**config.mk**
```make
export PLATFORM = sky130hd
export DESIGN_NAME = rtcai_top
export DESIGN_NICKNAME = d
export VERILOG_FILES = /design/src/inc/rtcai_pkg.sv /design/src/rtl/rtcai_top.sv /design/src/rtl/rtcai_match.sv /design/src/rtl/rtcai_flag.sv
export VERILOG_INCLUDE_DIRS = /design/src /design/src/inc
export SDC_FILE = /design/constraint.sdc
export NUM_CORES = 1
export LEC_CHECK = 0
export BUFFER_PORTS_ARGS = -buffer_cell sky130_fd_sc_hd__buf_2
export CAP_MARGIN = 20
export CELL_PAD_IN_SITES_DETAIL_PLACEMENT = 0
export CELL_PAD_IN_SITES_GLOBAL_PLACEMENT = 1
export CORE_UTILIZATION = 41
export DETAILED_ROUTE_END_ITERATION = 12
export HOLD_SLACK_MARGIN = 0.08
export PLACE_DENSITY = 0.77
export SLEW_MARGIN = 20
export SYNTH_ARGS = -nofsm -noshare
export SYNTH_HDL_FRONTEND = slang
export SYNTH_SLANG_ARGS = --single-unit
export TNS_END_PERCENT = 1
```
**constraint.sdc**
```tcl
create_clock -name clk_sys -period 1.97 [get_ports clk_sys]
set_input_delay 0.394 -clock clk_sys [delete_from_list [all_inputs] [get_ports clk_sys]]
set_output_delay 0.394 -clock clk_sys [all_outputs]
set_load 0.01 [all_outputs]
```
**src/inc/rtcai_map.svh**
```systemverilog
// Register offsets, field positions and reset values of the alarm interrupt block
`ifndef RTCAI_MAP_SVH
`define RTCAI_MAP_SVH

`define RTCAI_ADDR_CUR_MIN   4'h1
`define RTCAI_ADDR_CUR_HOUR  4'h2
`define RTCAI_ADDR_CUR_WEEK  4'h3
`define RTCAI_ADDR_CUR_DATE  4'h4
`define RTCAI_ADDR_ALM_MIN   4'h7
`define RTCAI_ADDR_ALM_HOUR  4'h8
`define RTCAI_ADDR_ALM_WEEK  4'h9
`define RTCAI_ADDR_ALM_DATE  4'ha
`define RTCAI_ADDR_CTRL      4'he

`define RTCAI_BIT_EXCLUDE    7
`define RTCAI_BIT_REPEAT     4
`define RTCAI_BIT_AF         3
`define RTCAI_BIT_TF         2
`define RTCAI_BIT_AIE        1
`define RTCAI_BIT_TIE        0

`define RTCAI_RST_ALARM      8'h00
`define RTCAI_RST_BIT        1'h0
`define RTCAI_RD_UNMAPPED    8'h00

`endif

```
**src/inc/rtcai_pkg.sv**
```systemverilog
// Types shared by the alarm interrupt block
package rtcai_pkg;

    // One set of minute, hour, weekday and date bytes
    typedef struct packed {
        logic [7:0] minutes;
        logic [7:0] hours;
        logic [7:0] weekday;
        logic [7:0] date;
    } rtcai_time_t;

    // Register access request
    typedef struct packed {
        logic       wr;
        logic       rd;
        logic [3:0] addr;
        logic [7:0] wdata;
    } rtcai_regbus_t;

endpackage

```
**src/rtl/rtcai_top.sv**
```systemverilog
// Alarm match, alarm flag and open-drain alarm interrupt of a real-time clock
//
// Overview of operation
// - A match on all compared items sets the alarm flag.
// - With interrupt enable set, a match pulls the alarm pin low.
// - Bit 7 of an alarm register drops that item from comparison.
// - With all four items excluded, an alarm occurs every minute.
// - Weekday alarm is a bitmap; any set weekday that matches satisfies it.
// - The alarm flag stays one until software writes zero to it.
// - Writing zero clears the flag and releases the alarm pin.
// - Writing one to the alarm flag changes nothing.
// - Interrupt enable at zero keeps or returns the pin to high impedance.
// - A match sets the flag even with the interrupt disabled.
// - The hour alarm compares as a 24-hour BCD value.
// - Alarm registers may be plain storage; comparison continues regardless.
// - Setting alarm equal to present time does not trigger at once.
`timescale 1ns/1ps
`include "rtcai_map.svh"

module rtcai_top (
    // Clock and reset
    input  wire logic                   clk_sys,
    input  wire logic                   rst_n,
    // Register access port
    input  wire rtcai_pkg::rtcai_regbus_t rbus,
    output logic [7:0]                  reg_rdata,
    output logic                        reg_rvalid,
    // Running time from the time counters
    input  wire rtcai_pkg::rtcai_time_t cur_time,
    input  wire logic                   time_update,
    // Writes forwarded to the time counters
    output logic                        time_wr,
    output logic [3:0]                  time_wr_addr,
    output logic [7:0]                  time_wr_data,
    // Fixed-cycle timer side of the shared control register
    input  wire logic                   timer_event,
    output logic                        timer_flag,
    output logic                        timer_irq_enable,
    output logic                        timer_repeat_select,
    // Alarm status
    output logic                        alarm_flag,
    output logic                        alarm_irq_enable,
    // Open-drain alarm interrupt pin
    input  wire logic                   alarm_irq_n_in,
    output logic                        alarm_irq_n_out,
    output logic                        alarm_irq_n_oe
);

    // Alarm setting registers
    rtcai_pkg::rtcai_time_t alarm_set;

    // Address decode
    wire logic sel_cur;
    wire logic sel_alm_min;
    wire logic sel_alm_hour;
    wire logic sel_alm_week;
    wire logic sel_alm_date;
    wire logic sel_ctrl;
    wire logic wr_ctrl;

    assign sel_cur      = (rbus.addr == `RTCAI_ADDR_CUR_MIN)
                        | (rbus.addr == `RTCAI_ADDR_CUR_HOUR)
                        | (rbus.addr == `RTCAI_ADDR_CUR_WEEK)
                        | (rbus.addr == `RTCAI_ADDR_CUR_DATE);
    assign sel_alm_min  = rbus.addr == `RTCAI_ADDR_ALM_MIN;
    assign sel_alm_hour = rbus.addr == `RTCAI_ADDR_ALM_HOUR;
    assign sel_alm_week = rbus.addr == `RTCAI_ADDR_ALM_WEEK;
    assign sel_alm_date = rbus.addr == `RTCAI_ADDR_ALM_DATE;
    assign sel_ctrl     = rbus.addr == `RTCAI_ADDR_CTRL;
    assign wr_ctrl      = rbus.wr & sel_ctrl;

    // Comparator on the running time
    wire logic alarm_match;

    rtcai_match u_match (
        .cur_time  (cur_time),
        .alarm_set (alarm_set),
        .match     (alarm_match)
    );

    // Only the minute update can raise an alarm, so a fresh setting equal
    // to the present time waits for the counters to come round again
    wire logic alarm_event;

    assign alarm_event = time_update & alarm_match;

    // Flag clears: a zero in the flag position of a control write
    wire logic af_clr;
    wire logic tf_clr;

    assign af_clr = wr_ctrl & ~rbus.wdata[`RTCAI_BIT_AF];
    assign tf_clr = wr_ctrl & ~rbus.wdata[`RTCAI_BIT_TF];

    // Alarm flag, raised regardless of interrupt enable
    wire logic next_alarm_flag;

    rtcai_flag u_alarm_flag (
        .clk_sys   (clk_sys),
        .rst_n     (rst_n),
        .set_evt   (alarm_event),
        .clr_req   (af_clr),
        .flag      (alarm_flag),
        .next_flag (next_alarm_flag)
    );

    // Timer flag, kept here because it shares the control register
    rtcai_flag u_timer_flag (
        .clk_sys   (clk_sys),
        .rst_n     (rst_n),
        .set_evt   (timer_event),
        .clr_req   (tf_clr),
        .flag      (timer_flag),
        .next_flag ()
    );

    // Next value of the alarm interrupt enable
    wire logic next_aie;

    assign next_aie = wr_ctrl ? rbus.wdata[`RTCAI_BIT_AIE] : alarm_irq_enable;

    // Pin drive follows flag and enable; losing either releases it at once
    wire logic next_irq_oe;

    assign next_irq_oe = next_alarm_flag & next_aie;

    // Control register bits written by software
    always_ff @(posedge clk_sys or negedge rst_n) begin
        if (!rst_n) begin
            alarm_irq_enable    <= `RTCAI_RST_BIT;
            timer_irq_enable    <= `RTCAI_RST_BIT;
            timer_repeat_select <= `RTCAI_RST_BIT;
        end else if (wr_ctrl) begin
            alarm_irq_enable    <= rbus.wdata[`RTCAI_BIT_AIE];
            timer_irq_enable    <= rbus.wdata[`RTCAI_BIT_TIE];
            timer_repeat_select <= rbus.wdata[`RTCAI_BIT_REPEAT];
        end
    end

    // Open-drain alarm pin: only ever driven low
    always_ff @(posedge clk_sys or negedge rst_n) begin
        if (!rst_n) begin
            alarm_irq_n_out <= 1'h0;
            alarm_irq_n_oe  <= 1'h0;
        end else begin
            alarm_irq_n_out <= 1'h0;
            alarm_irq_n_oe  <= next_irq_oe;
        end
    end

    // Alarm registers, kept compared even when used as storage
    always_ff @(posedge clk_sys or negedge rst_n) begin
        if (!rst_n) begin
            alarm_set <= {4{`RTCAI_RST_ALARM}};
        end else if (rbus.wr) begin
            if (sel_alm_min) begin
                alarm_set.minutes <= rbus.wdata;
            end
            if (sel_alm_hour) begin
                alarm_set.hours <= rbus.wdata;
            end
            if (sel_alm_week) begin
                alarm_set.weekday <= rbus.wdata;
            end
            if (sel_alm_date) begin
                alarm_set.date <= rbus.wdata;
            end
        end
    end

    // Current-time writes are passed on to the counters
    always_ff @(posedge clk_sys or negedge rst_n) begin
        if (!rst_n) begin
            time_wr      <= 1'h0;
            time_wr_addr <= 4'h0;
            time_wr_data <= 8'h00;
        end else begin
            time_wr      <= rbus.wr & sel_cur;
            time_wr_addr <= rbus.addr;
            time_wr_data <= rbus.wdata;
        end
    end

    // Control register image, unused high bits read zero
    wire logic [7:0] ctrl_image;

    assign ctrl_image = {3'h0, timer_repeat_select, alarm_flag, timer_flag,
                         alarm_irq_enable, timer_irq_enable};

    // Read selection
    wire logic [7:0] rd_mux;

    assign rd_mux = (rbus.addr == `RTCAI_ADDR_CUR_MIN)  ? cur_time.minutes  :
                    (rbus.addr == `RTCAI_ADDR_CUR_HOUR) ? cur_time.hours    :
                    (rbus.addr == `RTCAI_ADDR_CUR_WEEK) ? cur_time.weekday  :
                    (rbus.addr == `RTCAI_ADDR_CUR_DATE) ? cur_time.date     :
                    sel_alm_min                         ? alarm_set.minutes :
                    sel_alm_hour                        ? alarm_set.hours   :
                    sel_alm_week                        ? alarm_set.weekday :
                    sel_alm_date                        ? alarm_set.date    :
                    sel_ctrl                            ? ctrl_image        :
                                                          `RTCAI_RD_UNMAPPED;

    // Read data register, valid one cycle after the request
    always_ff @(posedge clk_sys or negedge rst_n) begin
        if (!rst_n) begin
            reg_rdata  <= 8'h00;
            reg_rvalid <= 1'h0;
        end else begin
            reg_rvalid <= rbus.rd;
            if (rbus.rd) begin
                reg_rdata <= rd_mux;
            end
        end
    end

    // Helper: all four items excluded
    wire logic all_excluded;

    assign all_excluded = alarm_set.minutes[`RTCAI_BIT_EXCLUDE]
                        & alarm_set.hours[`RTCAI_BIT_EXCLUDE]
                        & alarm_set.weekday[`RTCAI_BIT_EXCLUDE]
                        & alarm_set.date[`RTCAI_BIT_EXCLUDE];

    // Flag rises on a matching minute update
    af_set_match_a: assert property (
        @(posedge clk_sys) disable iff (!rst_n)
        time_update && alarm_match |=> alarm_flag)
        else $error("alarm flag not set after match");

    // Flag holds until a zero is written
    af_sticky_a: assert property (
        @(posedge clk_sys) disable iff (!rst_n)
        alarm_flag && !af_clr |=> alarm_flag)
        else $error("alarm flag dropped without clear");

    // Clear without a fresh event empties the flag and frees the pin
    af_clear_pin_a: assert property (
        @(posedge clk_sys) disable iff (!rst_n)
        af_clr && !alarm_event |=> !alarm_flag && !alarm_irq_n_oe)
        else $error("clear did not release flag or pin");

    // A one in the flag position leaves a clear flag clear
    af_write_one_a: assert property (
        @(posedge clk_sys) disable iff (!rst_n)
        wr_ctrl && rbus.wdata[`RTCAI_BIT_AF] && !alarm_flag && !alarm_event
        |=> !alarm_flag)
        else $error("writing one changed the alarm flag");

    // Pin is driven exactly while flag and enable are both set
    irq_drive_a: assert property (
        @(posedge clk_sys) disable iff (!rst_n)
        alarm_irq_n_oe == (alarm_flag && alarm_irq_enable))
        else $error("alarm pin drive disagrees with flag and enable");

    // Disabling the interrupt frees the pin on the next edge
    irq_disable_a: assert property (
        @(posedge clk_sys) disable iff (!rst_n)
        wr_ctrl && !rbus.wdata[`RTCAI_BIT_AIE] |=> !alarm_irq_n_oe && !alarm_irq_n_out)
        else $error("alarm pin driven with interrupt disabled");

    // Polling mode: flag rises, pin stays released
    poll_mode_a: assert property (
        @(posedge clk_sys) disable iff (!rst_n)
        alarm_event && !next_aie |=> alarm_flag && !alarm_irq_n_oe)
        else $error("polling alarm misbehaved");

    // No minute update, no new alarm
    no_update_a: assert property (
        @(posedge clk_sys) disable iff (!rst_n)
        !alarm_flag && !time_update |=> !alarm_flag)
        else $error("alarm flag rose without minute update");

    // Everything excluded fires on every minute update
    every_minute_a: assert property (
        @(posedge clk_sys) disable iff (!rst_n)
        time_update && all_excluded |=> alarm_flag)
        else $error("fully excluded alarm missed a minute");

    // Weekday bitmap hit with other items excluded
    weekday_hit_a: assert property (
        @(posedge clk_sys) disable iff (!rst_n)
        time_update && alarm_set.minutes[7] && alarm_set.hours[7] && alarm_set.date[7]
        && !alarm_set.weekday[7] && |(alarm_set.weekday[6:0] & cur_time.weekday[6:0])
        |=> alarm_flag)
        else $error("weekday bitmap hit not recognised");

    // Included hour mismatch blocks the alarm
    hour_block_a: assert property (
        @(posedge clk_sys) disable iff (!rst_n)
        time_update && !alarm_flag && !alarm_set.hours[7]
        && alarm_set.hours[5:0] != cur_time.hours[5:0] |=> !alarm_flag)
        else $error("hour mismatch raised alarm");

    // Control read shows zero high bits one cycle later
    ctrl_read_a: assert property (
        @(posedge clk_sys) disable iff (!rst_n)
        rbus.rd && sel_ctrl |=> reg_rvalid && reg_rdata[7:5] == 3'h0)
        else $error("control read wrong");

    // Set beats a clear written in the same cycle
    af_set_wins_a: assert property (
        @(posedge clk_sys) disable iff (!rst_n)
        alarm_event && af_clr |=> alarm_flag)
        else $error("clear beat a simultaneous alarm event");

    // Pin only ever pulls low
    irq_low_only_a: assert property (
        @(posedge clk_sys) disable iff (!rst_n)
        alarm_irq_n_oe |-> !alarm_irq_n_out)
        else $error("alarm pin driven high");

    // Driven pin stays low until a flag clear or an enable clear
    irq_hold_a: assert property (
        @(posedge clk_sys) disable iff (!rst_n)
        alarm_irq_n_oe && !af_clr && !(wr_ctrl && !rbus.wdata[`RTCAI_BIT_AIE])
        |=> alarm_irq_n_oe)
        else $error("alarm pin released on its own");

    // Raising the enable while the flag is set drives the pin
    irq_reenable_a: assert property (
        @(posedge clk_sys) disable iff (!rst_n)
        alarm_flag && !af_clr && wr_ctrl && rbus.wdata[`RTCAI_BIT_AIE] |=> alarm_irq_n_oe)
        else $error("enable with flag set left pin released");

    // Interrupt disabled: no match can pull the pin
    irq_masked_a: assert property (
        @(posedge clk_sys) disable iff (!rst_n)
        !alarm_irq_n_oe && !next_aie |=> !alarm_irq_n_oe)
        else $error("pin pulled with interrupt disabled");

    // Weekday alarm register writes are stored as written
    alarm_store_a: assert property (
        @(posedge clk_sys) disable iff (!rst_n)
        rbus.wr && sel_alm_week |=> alarm_set.weekday == $past(rbus.wdata))
        else $error("alarm register lost written data");

    // Included minute mismatch blocks the alarm
    min_block_a: assert property (
        @(posedge clk_sys) disable iff (!rst_n)
        time_update && !alarm_flag && !alarm_set.minutes[`RTCAI_BIT_EXCLUDE]
        && alarm_set.minutes[6:0] != cur_time.minutes[6:0] |=> !alarm_flag)
        else $error("minute mismatch raised alarm");

endmodule

```
**src/rtl/rtcai_match.sv**
```systemverilog
// Alarm comparator: current time against alarm settings with per-item exclusion
`timescale 1ns/1ps
`include "rtcai_map.svh"

module rtcai_match (
    // Operands
    input  wire rtcai_pkg::rtcai_time_t cur_time,
    input  wire rtcai_pkg::rtcai_time_t alarm_set,
    // Result
    output wire logic                   match
);

    // Item equality, bit 7 of current registers ignored
    wire logic min_eq;
    wire logic hour_eq;
    wire logic week_hit;
    wire logic date_eq;

    assign min_eq   = alarm_set.minutes[6:0] == cur_time.minutes[6:0];
    assign hour_eq  = alarm_set.hours[5:0] == cur_time.hours[5:0];
    assign week_hit = |(alarm_set.weekday[6:0] & cur_time.weekday[6:0]);
    assign date_eq  = alarm_set.date[5:0] == cur_time.date[5:0];

    // Excluded items always pass, so all excluded matches every minute
    assign match = (alarm_set.minutes[`RTCAI_BIT_EXCLUDE] | min_eq)
                 & (alarm_set.hours[`RTCAI_BIT_EXCLUDE]   | hour_eq)
                 & (alarm_set.weekday[`RTCAI_BIT_EXCLUDE] | week_hit)
                 & (alarm_set.date[`RTCAI_BIT_EXCLUDE]    | date_eq);

endmodule

```
**src/rtl/rtcai_flag.sv**
```systemverilog
// Sticky event flag: set by hardware, cleared by writing zero, set wins
`timescale 1ns/1ps
`include "rtcai_map.svh"

module rtcai_flag (
    // Clock and reset
    input  wire logic clk_sys,
    input  wire logic rst_n,
    // Control
    input  wire logic set_evt,
    input  wire logic clr_req,
    // State
    output logic      flag,
    output wire logic next_flag
);

    // Set beats a clear in the same cycle
    assign next_flag = set_evt | (flag & ~clr_req);

    // Flag storage
    always_ff @(posedge clk_sys or negedge rst_n) begin
        if (!rst_n) begin
            flag <= `RTCAI_RST_BIT;
        end else begin
            flag <= next_flag;
        end
    end

endmodule

```
==> results.ini <==
[critical_path]
endpoint_kind=flip-flop
r2r-start=alarm_set[17]
startpoint_type=flip-flop
crit_chain=xor2_1, nor4_1, a31oi_1, o41ai_2, and2_1
required_ns=2.25
slowest_delay_ns=0.43
cp_slowest_cell=dfrtp_1
cp_max_fo=4
path_class=flip-flop to flip-flop
startpoint=alarm_set[17]
worst_ep_arrival_time_ns=2.02

[synthesis]
yosys-top-cells-count=60 x dfrtp_1, 36 x mux2_2, 13 x o21ai_0, 13 x xor2_1, 11 x a22oi_1
yosys.area_share.adder_pct=0
syn_inst=254
synth_edf_count=0
yosys_warnings=0
synth.cell_area_mm2=0.003048
synth-xor-area-share_pct=5.747
async_flop_share_pct=100.0
synth_top_area_share_pct=49.26
synth-compound-area-share_pct=17.12
ys_types=42
synth_top_area_cell=dfrtp_1
synthSimpleGateAreaFrac_pct=8.169
synth.area.mux_share_pct=16.26
seq_area_frac_synth_pct=49.26
synth_top_family_by_area=compound AO/OA/AOI/OAI gates
ys.flop_type=dfrtp_1
syn_area_per_cell_um2=12.00
synth_fp_nets=305
ys_top_cells_by_area=dfrtp_1 49%, mux2_2 13%, xor2_1 3.7%, mux2i_1 3.0%, a22oi_1 2.7%
post-synth-top-count-cell=dfrtp_1
synth_seq_cells=60

[floorplanning]
die_h_um=88.22
core_mm2=0.007214
fp-row-count=31
start_util_pct=42.25
dieArea_mm2=0.007783
io_pins=80
die_x_um=88.22

[clocking]
clock_latency_ns=0.34
numCtsBuffers=9
clk_pin_slew_ns=0.06
htree_levels=3
cts.sinks=60
clockRootBuffer=clkbuf_8
cts_buffer_depth=2
cts_tree=yes

[timing]
setup_viol=0
maxSlewViolCount=0
holdWs_ns=0.2108
timing.fmax_ghz=0.5762
finClkSkew_ns=0.005292
fin_crit_sh_pct=88.09
setup_tns_ns=0
period_needed_ns=1.735
rsz0062_at_grt=no
hold_violations=0

[run]
cap_violations=0

[placement]
gp_congestion=0.8456
hpwlAfterDp_um=5891
portBuffers=77

[global_route]
grt_pass1_vias=2353
grt_pass1_wl_um=12600
grt_max_degree=61
track_usage_pct=22.63
antenna_found_initial=0
grt_overflow=0

[finish]
area_growth_syn_to_layout_pct=24.63
antenna_cells=0
nNetsFinal=396
final_layout_size_suffix_gt1_share_pct=43.27

[min_path]
hp-class=input pin to flip-flop
worstHoldStart=rbus[5]

[power_and_ir_drop]
leakage_nw=1.728
ir_drop_mv=0.4884
p_per_area_mw_per_mm2=894.3

[detailed_routing]
drcViolationCount=0
avgRoutedWirePerCell_um=18.09
wl_um=8106
vias=2398
dr.pass1.iters=4
via_per_inst=5.353
ant_nets=0
drtIter0Drc=111

[run_status]
outcome=finished, final reports clean

sequential cells by signal, indices dropped and copies added, names as in the netlist, 4 cells and up:
register,flops
time_wr_data,8
reg_rdata,8
alarm_set,32
time_wr_addr,4
repair_timing:
item / in CTS / in global routing
hold buffers: 1 / 0
setup buffers: 0 / 0
gates resized for setup: 0 / 0
hold endpoints to repair: 60 / 0
through the flow:
stage	utilization [%]	power [mW]	instances	cell area, um^2	setup slack [ns]
final	52.65	3.397	448	3799	0.2346
after global routing	52.65	3.588	448	3799	0.1255
after CTS	52.65	3.418	448	3799	0.2270
after detailed placement	50.17	2.435	432	3620	0.03755
after global placement	50.17	2.422	432	3620	0.09024
after floorplan	-	2.111	254	3048	0.3821
layout make-up:
| class | instances | area (um^2) |
|---|---|---|
| clock buffers | 13 | 158.9 |
| well taps | 99 | 123.9 |
| clock inverters | 2 | 10.01 |
| repair buffers | 93 | 533.0 |
| flip-flops and latches | 60 | 1501 |
| multi-input cells | 174 | 1445 |
| fillers | 663 | 3416 |
| inverters | 7 | 26.28 |
power by group:
group / internal, mW / total (mW) / switching, mW
registers: 1.45 / 1.62 / 0.174
logic: 0.411 / 0.795 / 0.384
clock network: 0.515 / 0.978 / 0.464
total: 2.38 / 3.40 / 1.02
per-layer routing:
layer	GRT usage, %	up-vias	share of wire, %
met5	0	-	0
met2	34.34	87	45
li1	-	1129	-
met3	4.384	6	5.9
met4	9.384	0	0.97
met1	31.78	1176	48
placed cells by master (no fill, tap or decap), drive strengths merged, types with 9 or more instances in the layout:
cell type / n
a22oi: 11
buf: 92
clkbuf: 13
dfrtp: 60
mux2: 36
mux2i: 9
nand2: 9
o21ai: 13
o22ai: 9
xor2: 13
worst max-delay path: cells and delay by family, from the launching register on:
family           cells  cell delay [ns]
AO/OA/AOI/OAI        2             0.54
flip-flops           1             0.43
XOR/XNOR             1             0.18
AND/OR/NAND/NOR      2             0.53
logic make-up (layout without fill, tap and decap cells):
logic type,Yosys count,in the layout
AND/OR/NAND/NOR,35,35
AO/OA/AOI/OAI,73,73
other,1,1
XOR/XNOR,20,20
multiplexers,45,45
flip-flops,60,60
buffers and inverters,20,115
worst paths after layout:
check / to / slack [ns] / cells after the start
setup / recovery: alarm_irq_n_oe / 0.23 / 5
hold / removal: time_wr_data[5] / 0.21 / 1
setup reg to reg: alarm_irq_n_oe / 0.23 / 5
hold reg to reg: alarm_set[22] / 0.51 / 1
max in group asynchronous: alarm_set[12] / 1.10 / 3
min in group asynchronous: time_wr_data[6] / 0.57 / 3
Note: power is estimated with default switching activity, not from simulation.
